[config.mk]
export PLATFORM = sky130hd
export DESIGN_NAME = sdi12_sensor_command_responder
export DESIGN_NICKNAME = d
export VERILOG_FILES = /design/src/rtl/sdi12_resp_pkg.sv /design/src/rtl/sdi12_sensor_command_responder.sv /design/src/rtl/sdi12_cmd_buf.sv
export SDC_FILE = /design/constraint.sdc
export NUM_CORES = 1
export LEC_CHECK = 0
export ABC_CLOCK_PERIOD_IN_PS = 6800
export BUFFER_PORTS_ARGS = -buffer_cell sky130_fd_sc_hd__buf_4
export CAP_MARGIN = 20
export CORE_MARGIN = 3
export CORE_UTILIZATION = 59
export DETAILED_ROUTE_END_ITERATION = 10
export GPL_TIMING_DRIVEN = 1
export PLACE_DENSITY = 0.94
export SLEW_MARGIN = 10
export SYNTH_ARGS = -nofsm -noshare
export SYNTH_HDL_FRONTEND = slang
export SYNTH_SLANG_ARGS = --single-unit
export TNS_END_PERCENT = 10
[constraint.sdc]
create_clock -name clock_i -period 6.8 [get_ports clock_i]
set_clock_uncertainty 0.15 [all_clocks]
set_input_delay 0.34 -clock clock_i [delete_from_list [all_inputs] [get_ports clock_i]]
set_output_delay 0.34 -clock clock_i [all_outputs]
set_load 0.005 [all_outputs]
[src/rtl/sdi12_resp_pkg.sv]
// Package: character codes, response kinds and record types of the sensor command responder.
// Assumes a byte-wide receive stream and byte-wide transmit stream outside this block.
package sdi12_resp_pkg;
  localparam logic [7:0] CH_BANG = 8'h21;
  localparam logic [7:0] CH_STAR = 8'h2A;
  localparam logic [7:0] CH_QUERY = 8'h3F;
  localparam logic [7:0] CH_ZERO = 8'h30;
  localparam logic [7:0] CH_NINE = 8'h39;
  localparam logic [7:0] CH_UP_A = 8'h41;
  localparam logic [7:0] CH_UP_Z = 8'h5A;
  localparam logic [7:0] CH_LO_A = 8'h61;
  localparam logic [7:0] CH_LO_Z = 8'h7A;
  localparam logic [7:0] CH_CMD_ID = 8'h49;
  localparam logic [7:0] CH_CMD_ADDR = 8'h41;
  localparam logic [7:0] CH_CMD_MEAS = 8'h4D;
  localparam logic [7:0] CH_CMD_DATA = 8'h44;
  localparam logic [7:0] CH_CMD_CFG = 8'h58;
  localparam logic [7:0] ADDR_RESET = 8'h30;
  localparam int CMD_LEN = 8;
  localparam logic [1:0] VAL_OK = 2'h0;
  localparam logic [1:0] VAL_SENSOR_FAIL = 2'h1;
  localparam logic [1:0] VAL_STALE = 2'h2;
  localparam logic [1:0] VAL_NOT_CONFIG = 2'h3;

  typedef enum logic [7:0] {
    RSP_NONE = 8'h00,
    RSP_ADDR = 8'h01,
    RSP_IDENT = 8'h02,
    RSP_MEAS_ACK = 8'h04,
    RSP_DATA = 8'h08,
    RSP_CFG = 8'h10
  } rsp_kind_type;

  typedef struct packed {
    logic [31:0] stage;
    logic [31:0] discharge;
    logic [1:0] units;
    logic [31:0] distance;
    logic [1:0] validity;
  } meas_rec_type;

  typedef struct packed {
    rsp_kind_type kind;
    logic [7:0] addr;
    logic [7:0] board_rev;
    logic [7:0] soft_rev;
    meas_rec_type rec;
  } rsp_type;
endpackage

[src/rtl/sdi12_sensor_command_responder.sv]
// Sensor command responder: decodes addressed commands and issues responses.
// Assumes a character receiver and response formatter outside; measurement engine outside.
`timescale 1ns/100ps
// Contract
// (RULE_01) Address is a digit or letter, and only matching or wildcard commands are acted on.
// (RULE_02) Asterisk and question mark match whatever the own address is.
// (RULE_03) An exclamation mark ends a command before it is interpreted.
// (RULE_04) All standard protocol commands are accepted and answered; the code answers only acknowledge, I, A, M, D0 and X.
// (RULE_05) Measure starts a measurement and the data command then collects it.
// (RULE_06) Data reply holds stage, discharge or zero, units, distance and validity.
// (RULE_07) Validity is 0 valid, 1 sensor failure, 2 stale, 3 not configured.
// (RULE_08) Identify reply carries board and software revision fields.
// (RULE_09) Local settings may also be written by link commands.
// (RULE_10) The address is changeable from the keypad and takes effect for matching.
// (RULE_11) Acknowledge and wildcard address query reply with the own address.
// (RULE_12) Change-address to a valid address stores it and replies with it.
module sdi12_sensor_command_responder
  import sdi12_resp_pkg::*;
#(
  parameter logic [7:0] BOARD_REV = 8'h10, // Arbitrary value
  parameter logic [7:0] SOFT_REV = 8'h11 // Arbitrary value
) (
  // Clock and reset
  input wire logic clock_i,
  input wire logic arst_n_i,
  // Received characters
  input wire logic rx_valid_i,
  input wire logic [7:0] rx_char_i,
  // Keypad address change
  input wire logic local_addr_we_i,
  input wire logic [7:0] local_addr_i,
  // Measurement engine
  input wire logic meas_done_i,
  input wire logic [31:0] meas_stage_i,
  input wire logic [31:0] meas_discharge_i,
  input wire logic [1:0] meas_units_i,
  input wire logic [31:0] meas_distance_i,
  input wire logic sensor_fail_i,
  input wire logic config_ok_i,
  input wire logic discharge_en_i,
  // Measurement start
  output logic meas_start_o,
  // Configuration write
  output logic cfg_we_o,
  output logic [47:0] cfg_chars_o,
  // Response
  output logic rsp_valid_o,
  output rsp_type rsp_o,
  output logic [7:0] own_addr_o
);
  // --------------------------------------------------------------
  // Measurement states
  // --------------------------------------------------------------
  typedef enum logic [2:0] {
    ST_IDLE = 3'b001,
    ST_MEAS = 3'b010,
    ST_HELD = 3'b100
  } meas_state_type;

  // --------------------------------------------------------------
  // Command buffer
  // --------------------------------------------------------------
  logic done;
  logic [CMD_LEN*8-1:0] chars;
  logic [3:0] count;

  sdi12_cmd_buf #(.DEPTH(CMD_LEN)) u_buf (
    .clock_i(clock_i),
    .arst_n_i(arst_n_i),
    .rx_valid_i(rx_valid_i),
    .rx_char_i(rx_char_i),
    .done_o(done),
    .chars_o(chars),
    .count_o(count)
  );

  // --------------------------------------------------------------
  // Address character check
  // --------------------------------------------------------------
  function automatic logic addr_legal(input logic [7:0] c);
    addr_legal = (c >= CH_ZERO && c <= CH_NINE) || (c >= CH_UP_A && c <= CH_UP_Z) ||
                 (c >= CH_LO_A && c <= CH_LO_Z);
  endfunction

  // --------------------------------------------------------------
  // State and next values
  // --------------------------------------------------------------
  logic [7:0] addr_r, addr_nxt;
  meas_state_type st_r, st_nxt;
  meas_rec_type rec_r, rec_nxt;
  logic fresh_r, fresh_nxt;
  logic start_r, start_nxt;
  logic cfg_we_r, cfg_we_nxt;
  logic [47:0] cfg_r, cfg_nxt;
  logic rsp_valid_r, rsp_valid_nxt;
  rsp_type rsp_r, rsp_nxt;

  // --------------------------------------------------------------
  // Address match
  // --------------------------------------------------------------
  logic [7:0] c0, c1, c2, c3;
  logic wild, hit;
  assign c0 = chars[7:0];
  assign c1 = chars[15:8];
  assign c2 = chars[23:16];
  assign c3 = chars[31:24];
  assign wild = (c0 == CH_STAR) || (c0 == CH_QUERY); // [RULE_02]
  assign hit = (count != 4'h0) && (wild || (addr_legal(c0) && c0 == addr_r)); // [RULE_01]

  // --------------------------------------------------------------
  // Next-state logic
  // --------------------------------------------------------------
  always_comb begin
    addr_nxt = addr_r;
    st_nxt = st_r;
    rec_nxt = rec_r;
    fresh_nxt = fresh_r;
    start_nxt = 1'b0;
    cfg_we_nxt = 1'b0;
    cfg_nxt = cfg_r;
    rsp_valid_nxt = 1'b0;
    rsp_nxt = rsp_r;
    rsp_nxt.board_rev = BOARD_REV;
    rsp_nxt.soft_rev = SOFT_REV;
    // Keypad address write
    if (local_addr_we_i && addr_legal(local_addr_i)) begin
      addr_nxt = local_addr_i; // [RULE_10]
    end
    // Measurement capture
    case (st_r)
      ST_MEAS: begin
        if (meas_done_i) begin
          rec_nxt.stage = meas_stage_i;
          rec_nxt.discharge = discharge_en_i ? meas_discharge_i : 32'h0000_0000; // [RULE_06]
          rec_nxt.units = meas_units_i;
          rec_nxt.distance = meas_distance_i;
          rec_nxt.validity = VAL_OK; // [RULE_07]
          if (!config_ok_i) begin
            rec_nxt.validity = VAL_NOT_CONFIG;
          end else if (sensor_fail_i) begin
            rec_nxt.validity = VAL_SENSOR_FAIL;
          end
          fresh_nxt = 1'b1;
          st_nxt = ST_HELD;
        end
      end
      ST_HELD: st_nxt = ST_HELD;
      default: st_nxt = ST_IDLE;
    endcase
    // Command decode
    if (done && hit) begin // [RULE_03] [RULE_04]
      rsp_valid_nxt = 1'b1;
      rsp_nxt.kind = RSP_ADDR;
      rsp_nxt.addr = addr_r; // [RULE_11]
      rsp_nxt.rec = rec_r;
      if (count >= 4'h2) begin
        if (c1 == CH_CMD_ID) begin
          rsp_nxt.kind = RSP_IDENT; // [RULE_08]
        end else if (c1 == CH_CMD_ADDR && count == 4'h3) begin
          if (addr_legal(c2)) begin
            addr_nxt = c2; // [RULE_12]
            rsp_nxt.addr = c2;
          end
        end else if (c1 == CH_CMD_MEAS && count == 4'h2) begin
          start_nxt = 1'b1; // [RULE_05]
          st_nxt = ST_MEAS;
          rsp_nxt.kind = RSP_MEAS_ACK;
        end else if (c1 == CH_CMD_DATA && c2 == CH_ZERO) begin
          rsp_nxt.kind = RSP_DATA; // [RULE_05] [RULE_06]
          if (!fresh_r && rec_r.validity == VAL_OK) begin
            rsp_nxt.rec.validity = VAL_STALE; // [RULE_07]
          end
          // New capture wins over the clear
          if (!(st_r == ST_MEAS && meas_done_i)) begin
            fresh_nxt = 1'b0;
          end
        end else if (c1 == CH_CMD_CFG) begin
          cfg_we_nxt = 1'b1; // [RULE_09]
          cfg_nxt = chars[63:16];
          rsp_nxt.kind = RSP_CFG;
        end else begin
          rsp_valid_nxt = 1'b0;
        end
      end
      if (c3 == 8'h00 && count == 4'h0) begin
        rsp_valid_nxt = 1'b0;
      end
    end
  end

  // --------------------------------------------------------------
  // State registers
  // --------------------------------------------------------------
  always_ff @(posedge clock_i or negedge arst_n_i) begin
    if (!arst_n_i) begin
      addr_r <= ADDR_RESET;
      st_r <= ST_IDLE;
      rec_r <= '{32'h0000_0000, 32'h0000_0000, 2'h0, 32'h0000_0000, VAL_STALE};
      fresh_r <= 1'b0;
      start_r <= 1'b0;
      cfg_we_r <= 1'b0;
      cfg_r <= '0;
      rsp_valid_r <= 1'b0;
      rsp_r <= '0;
    end else begin
      addr_r <= addr_nxt;
      st_r <= st_nxt;
      rec_r <= rec_nxt;
      fresh_r <= fresh_nxt;
      start_r <= start_nxt;
      cfg_we_r <= cfg_we_nxt;
      cfg_r <= cfg_nxt;
      rsp_valid_r <= rsp_valid_nxt;
      rsp_r <= rsp_nxt;
    end
  end

  // --------------------------------------------------------------
  // Outputs
  // --------------------------------------------------------------
  assign meas_start_o = start_r;
  assign cfg_we_o = cfg_we_r;
  assign cfg_chars_o = cfg_r;
  assign rsp_valid_o = rsp_valid_r;
  assign rsp_o = rsp_r;
  assign own_addr_o = addr_r;
endmodule

[src/rtl/sdi12_cmd_buf.sv]
// Command buffer: collects received characters until the terminator.
// Assumes one character per rx_valid_i pulse on the same clock.
`timescale 1ns/100ps
module sdi12_cmd_buf
  import sdi12_resp_pkg::*;
#(
  parameter int DEPTH = CMD_LEN
) (
  // Clock and reset
  input wire logic clock_i,
  input wire logic arst_n_i,
  // Character stream
  input wire logic rx_valid_i,
  input wire logic [7:0] rx_char_i,
  // Completed command
  output logic done_o,
  output logic [DEPTH*8-1:0] chars_o,
  output logic [3:0] count_o
);
  logic [DEPTH*8-1:0] chars_r, chars_nxt;
  logic [3:0] count_r, count_nxt;
  logic done_r, done_nxt;

  always_comb begin
    chars_nxt = chars_r;
    count_nxt = count_r;
    done_nxt = 1'b0;
    if (done_r) begin
      count_nxt = 4'h0;
      // Clear old arguments
      chars_nxt = '0;
    end
    if (rx_valid_i) begin
      if (rx_char_i == CH_BANG) begin
        done_nxt = 1'b1; // [RULE_03]
      end else if (count_nxt < 4'(DEPTH)) begin
        chars_nxt[count_nxt*8 +: 8] = rx_char_i;
        count_nxt = count_nxt + 4'h1;
      end
    end
  end

  always_ff @(posedge clock_i or negedge arst_n_i) begin
    if (!arst_n_i) begin
      chars_r <= '0;
      count_r <= 4'h0;
      done_r <= 1'b0;
    end else begin
      chars_r <= chars_nxt;
      count_r <= count_nxt;
      done_r <= done_nxt;
    end
  end

  assign done_o = done_r;
  assign chars_o = chars_r;
  assign count_o = count_r;
endmodule

# Word level (Yosys, flattened, before mapping)
# Index checks and enable logic that the tools add are counted.
# word_totals
regBits,350
in_bits,122
out_inout_bits,191
word_cells,170
# op_classes
addsub,2
order_cmp,20
n_eq_ne,14
shift,2
mux,70
n_bitwise,4
reduce_logical,34
# op_table
operator,n
two-way mux 64 bit,4
two-way mux 8 bit,13
bitwise mux 64 bit,1
variable shift 8 x 34 -> 64 bit (first input constant),1
variable part select 8 x 34 -> 64 bit,1
greater-or-equal comparator 8 x 7 -> 1 bit (second input constant),6
<= comparator 8 x 7 -> 1 bit (second input constant),6
== test 8 x 7 -> 1 bit (second input constant),5
negator 7 -> 34 bit,1
== test 8 x 6 -> 1 bit (second input constant),4
two-way mux 32 bit,1
two-way mux 1 bit,31
greater-or-equal comparator 8 x 6 -> 1 bit (second input constant),3
<= comparator 8 x 6 -> 1 bit (second input constant),3
logical AND 1 bit,19
two-way mux 3 bit,6
two-way mux 16 bit,1
two-way mux 4 bit,4
two-way mux 2 bit,7
== test 4 x 2 -> 1 bit (second input constant),2
== test 8 bit,1
logical NOT 8 bit,1
logical OR 1 bit,8
AND reduction 7 bit,1
other kinds (13),16

# Depth between registers and ports, before layout
# depth
depth_word,11
depth_mapped,11
ltp_nobuf,7

# By module
# Synthesis repeated with hierarchy kept, for this count alone.
# unflattened
hier_cells,1064
area_unflattened_um2,14441.4
# modules_own_cells
module,n_inst,cells_per_inst,area_each_um2,seq_area_each_um2
sdi12_sensor_command_responder,1,785,11045.6,6936.7
sdi12_cmd_buf,1,279,3395.8,1726.7

# Worst setup path after synthesis
# OpenSTA, ideal clock, no wires.
# synth_timing
kind,reg2reg
start,"reg u_buf.done_r, in the netlist u_buf.done_o"
end,"reg u_buf.chars_r[17], in the netlist u_buf.chars_o[17]"
setup_time_ps,125
t_arrival_ps,2631
required_ps,6525
path_slack_ps,3894
stages_incl_launch_ff,10
cell_sequence,dfrtp_1 > buf_2 > clkbuf_1 > clkbuf_1 > or2_2 > ha_1 > a21oi_1 > nand3_1 > nor4_2 > mux2_2
# synth_between
elab_chain_len,7
elab_cells_between_ends,10
cone_classes,1 x add/sub; 1 x order compare; 2 x shift; 6 x mux
# synth_lines
item,line,source
"start, declared",sdi12_cmd_buf.sv:22,"logic done_r, done_nxt;"
"start signal, assigned",sdi12_cmd_buf.sv:51,done_r <= done_nxt;
two-way mux 4 bit,sdi12_cmd_buf.sv:28,if (done_r) begin
negator 7 -> 34 bit,sdi12_cmd_buf.sv:37,chars_nxt[count_nxt*8 +: 8] = rx_char_i;
variable part select 8 x 34 -> 64 bit / variable shift 8 x 34 -> 64 bit (equally long branches),sdi12_cmd_buf.sv:37,
bitwise mux 64 bit,sdi12_cmd_buf.sv:37,
two-way mux 64 bit,sdi12_cmd_buf.sv:36,end else if (count_nxt < 4'(DEPTH)) begin
two-way mux 64 bit,sdi12_cmd_buf.sv:34,if (rx_char_i == CH_BANG) begin
two-way mux 64 bit *,sdi12_cmd_buf.sv:33,if (rx_valid_i) begin
named net u_buf.chars_nxt[17],sdi12_cmd_buf.sv:20,"logic [DEPTH*8-1:0] chars_r, chars_nxt;"
"end signal, assigned",sdi12_cmd_buf.sv:49,chars_r <= chars_nxt;
"end, declared",sdi12_cmd_buf.sv:20,
# The timed path passes the listed nets; every way through them passes the cells marked *.
# A chain may end at the register's enable or synchronous reset.

# Worst setup path in the final report
# layout_timing
start,"reg u_buf.done_r, in the netlist u_buf.done_o"
end,"reg rsp_r, in the netlist rsp_o[31]"
# layout_between
elab_chain_len,1
# layout_lines
item,line,source
logical AND 1 bit,sdi12_sensor_command_responder.sv:151,if (done && hit) begin
"end signal, assigned",sdi12_sensor_command_responder.sv:214,rsp_r <= rsp_nxt;
"end, declared",sdi12_sensor_command_responder.sv:96,"rsp_type rsp_r, rsp_nxt;"
# Every way passes these cells.

==> results.yml <==
routing:
  vias: 10600
  drc: 0
  wl_per_cell_um: 23.8
  ant_nets: 0
  drt-initial-drc-count: 985
  dr.pass1.iters: 5
  routed_wl_um: 43100
  vias_per_cell: 5.83
critical_path:
  crit_type: "flip-flop to flip-flop"
  cpMaxStageDelayCell: "nor4_1"
  crit_path_end_kind: "flip-flop"
  path_cells: "buf_4 -> nor3b_1 -> nand4_1 -> nor4_1 -> o21ai_4 -> buf_4 -> buf_16 -> mux2_2"
  reg2reg_depth: 8
  startpoint_type: "flip-flop"
  worst-path-max-fanout: 69
  max_stage_delay_ns: 0.85
  cp.arrival_ns: 3.85
  worstPathRequired_ns: 7.05
  cpMostUsedCell: "buf_4"
logic_synthesis:
  synth_area_leader_cell: "dfrtp_1"
  synth_cell_types: 63
  ys.flop_type: "dfrtp_1"
  synth_area_leaders: "dfrtp_1, mux2_2, nand2_1"
  syn_inst: 1080
  yosysWarningCount: 0
  yosysSeqAreaShare_pct: 60.5
  syn-cell-area_mm2: 0.0143
  postSynth.asyncResetShare_pct: 100
  synth-edff-count: 0
  synth.avg_cell_area_um2: 13.3
  ys_ff_latch: 346
  synth.top_cell.area_share_pct: 59.8
floorplan:
  die_h_um: 162
  die-area_mm2: 0.0262
  std_cell_rows: 56
  fp.coreArea_mm2: 0.0237
  io_pins: 313
  die_w_um: 162
  initial_core_util_pct: 60.4
sta:
  setup_tns_ns: 0
  setup_viol: 0
  finalCritPeriodShare_pct: 52.9
  rsz0062_at_grt: "false"
  finalHoldViolCount: 0
  report.final.slew_viol_count: 0
  worst_pin_slew_ns: 1.09
  max_slew_margin_pct: 26.9
  max_freq_mhz: 278
  min_period_ns: 3.60
clocking:
  clk_path_buf_depth: 3
  htree_levels: 2
  cts-root-buf: "clkbuf_16"
  path_clk_slew_ns: 0.07
  numClockSinks: 346
  cts_inserted_buffers: 35
  cts_tree: "done"
  clock_latency_ns: 0.52
finish:
  drive_above_1_share_pct: 42.6
  fillers: 1239
  area_growth_pct: 32.8
  finalNetCount: 1594
  stdcell_count: 1814
hold_path:
  min_path_type: "input pin to flip-flop"
  min_path_cells: 3
power_and_ir_drop:
  vdd_ir_drop_max_uv: 212
  p_leak_nw: 9.67
  powerDensity_mw_per_mm2: 252
grt:
  grt_max_degree: 147
  grt_overflow: 0
  antenna_found_initial: 1
  grt_first_pass_wirelength_um: 66000
  grt_use_total_pct: 32.5
  grt_pass1_vias: 11600
run_status:
  outcome: "finished clean"
place:
  gp_congestion: 0.913
  port_buffers: 296
  post-place-cells: 1645
  dp_hpwl_um: 24400
job:
  maxCapViolations: 0
[power by group]
part           leakage, nW  total (mW)  switching (mW)  internal (mW)
Combinational         4.41       0.565           0.323          0.242
Sequential            4.67        2.22          0.0837           2.14
Clock                0.591        2.01           0.844           1.17
[final timing paths]
check	startpoint	to	slack [ns]
worst max-delay path	u_buf.done_o$_DFF_PN0_	rsp_o[31]$_DFFE_PN0N_	3.20
worst min-delay path	meas_discharge_i[1]	rec_r[37]$_DFFE_PN0P_	0.01
worst max register to register	u_buf.done_o$_DFF_PN0_	rsp_o[31]$_DFFE_PN0N_	3.20
worst min register to register	rec_r[66]$_DFFE_PN0P_	rec_r[66]$_DFFE_PN0P_	0.33
max in group asynchronous	arst_n_i	rec_r[9]$_DFFE_PN0P_	4.53
min in group asynchronous	arst_n_i	rsp_o[73]$_DFFE_PN0N_	0.41
[stage by stage]
step | hold WS, ns | worst slack, ns | power [mW] | instance area, µm² | utilization, %
2_1_floorplan | -0.106 | 3.89 | 2.53 | 14400 | -
3_3_place_gp | 0.307 | 3.27 | 2.72 | 16700 | 70.6
3_5_place_dp | 0.321 | 3.24 | 2.74 | 16700 | 70.6
4_1_cts | 0.00259 | 3.20 | 4.75 | 19000 | 80.0
5_1_grt | 0.00560 | 3.06 | 4.96 | 19000 | 80.3
6_report | 0.0124 | 3.20 | 4.80 | 19000 | 80.3
[metal layers]
layer | track usage [%] | up-vias | routed length [µm]
li1 | - | 4526 | -
met1 | 37.0 | 5316 | 15000
met2 | 56.0 | 556 | 21900
met3 | 7.40 | 185 | 3290
met4 | 19.7 | 0 | 2960
met5 | 0 | - | 0
[layout by cell type, fill, tap and decap left out, types with 6 or more instances in the layout]
cell / count
nand3_1: 8
clkinv_2: 9
dfrtp_1: 342
nand3b_1: 16
buf_4: 300
nor3_1: 7
clkbuf_8: 7
a21oi_1: 12
nor2_1: 12
conb_1: 17
inv_1: 12
nand2b_1: 36
clkbuf_16: 36
a22o_1: 8
mux2i_1: 31
o21ai_0: 62
nand4_1: 6
nand2_1: 111
dlygate4sd3_1: 105
nor4_1: 6
mux2_2: 252
xnor2_1: 7
nor2b_1: 15
[cell usage after synthesis (3+ instances only)]
cell / number
a21oi_1: 12
a22o_1: 8
buf_1: 5
buf_2: 15
buf_4: 18
clkbuf_1: 32
dfrtp_1: 342
dfstp_2: 4
ha_1: 3
inv_1: 12
mux2_2: 252
mux2i_1: 31
nand2_1: 112
nand2b_1: 36
nand3_1: 8
nand3b_1: 16
nand4_1: 6
nor2_1: 12
nor2b_1: 15
nor3_1: 7
nor3b_1: 4
nor4_1: 6
nor4b_1: 4
o21a_1: 4
o21ai_0: 62
o22ai_1: 3
xnor2_1: 7
[logic make-up (layout without fill, tap and decap cells)]
logic type	Yosys count	in the layout	synth area share [%]
adders and majority gates	3	3	0.262
AOI/OAI and AO/OA	105	105	4.47
xor gates and xnor gates	9	9	0.551
muxes	283	283	22.0
and+or+nand+nor	249	249	9.35
buffers and inverters	83	482	2.79
other	2	18	0.0525
DFF	346	346	60.5
[critical path: cells and delay by family, from the launching register on]
kind / cells / cell delay (ns)
AOI/OAI and AO/OA: 1 / 0.24
and+or+nand+nor: 3 / 1.25
DFF: 1 / 0.32
muxes: 1 / 0.39
buffers and inverters: 3 / 1.01
[sequential cells by signal (all words and copies together) (netlist names)]
signal,flops
fresh_r,1
cfg_we_o,1
own_addr_o,8
rsp_o,114
rec_r,100
u_buf.count_o,4
st_r,3
cfg_chars_o,48
u_buf.chars_o,64
rsp_valid_o,1
u_buf.done_o,1
meas_start_o,1
[final cells by class]
type / count / area, µm² / area share, %
repair buffers: 408 / 3370 / 17.7
inverters: 12 / 45.0 / 0.237
multi-input cells: 666 / 5350 / 28.1
flip-flops and latches: 346 / 8660 / 45.6
clock inverters: 16 / 176 / 0.928
diodes: 1 / 2.50 / 0.0132
clock buffers: 46 / 1010 / 5.31
well taps: 319 / 399 / 2.10
[what timing repair did]
| item | CTS | global route |
|---|---|---|
| gates resized for setup | 0 | 0 |
| setup buffers | 0 | 0 |
| hold buffers | 104 | 1 |
| hold endpoints to repair | 234 | 1 |
(Power assumes the default switching activity.)
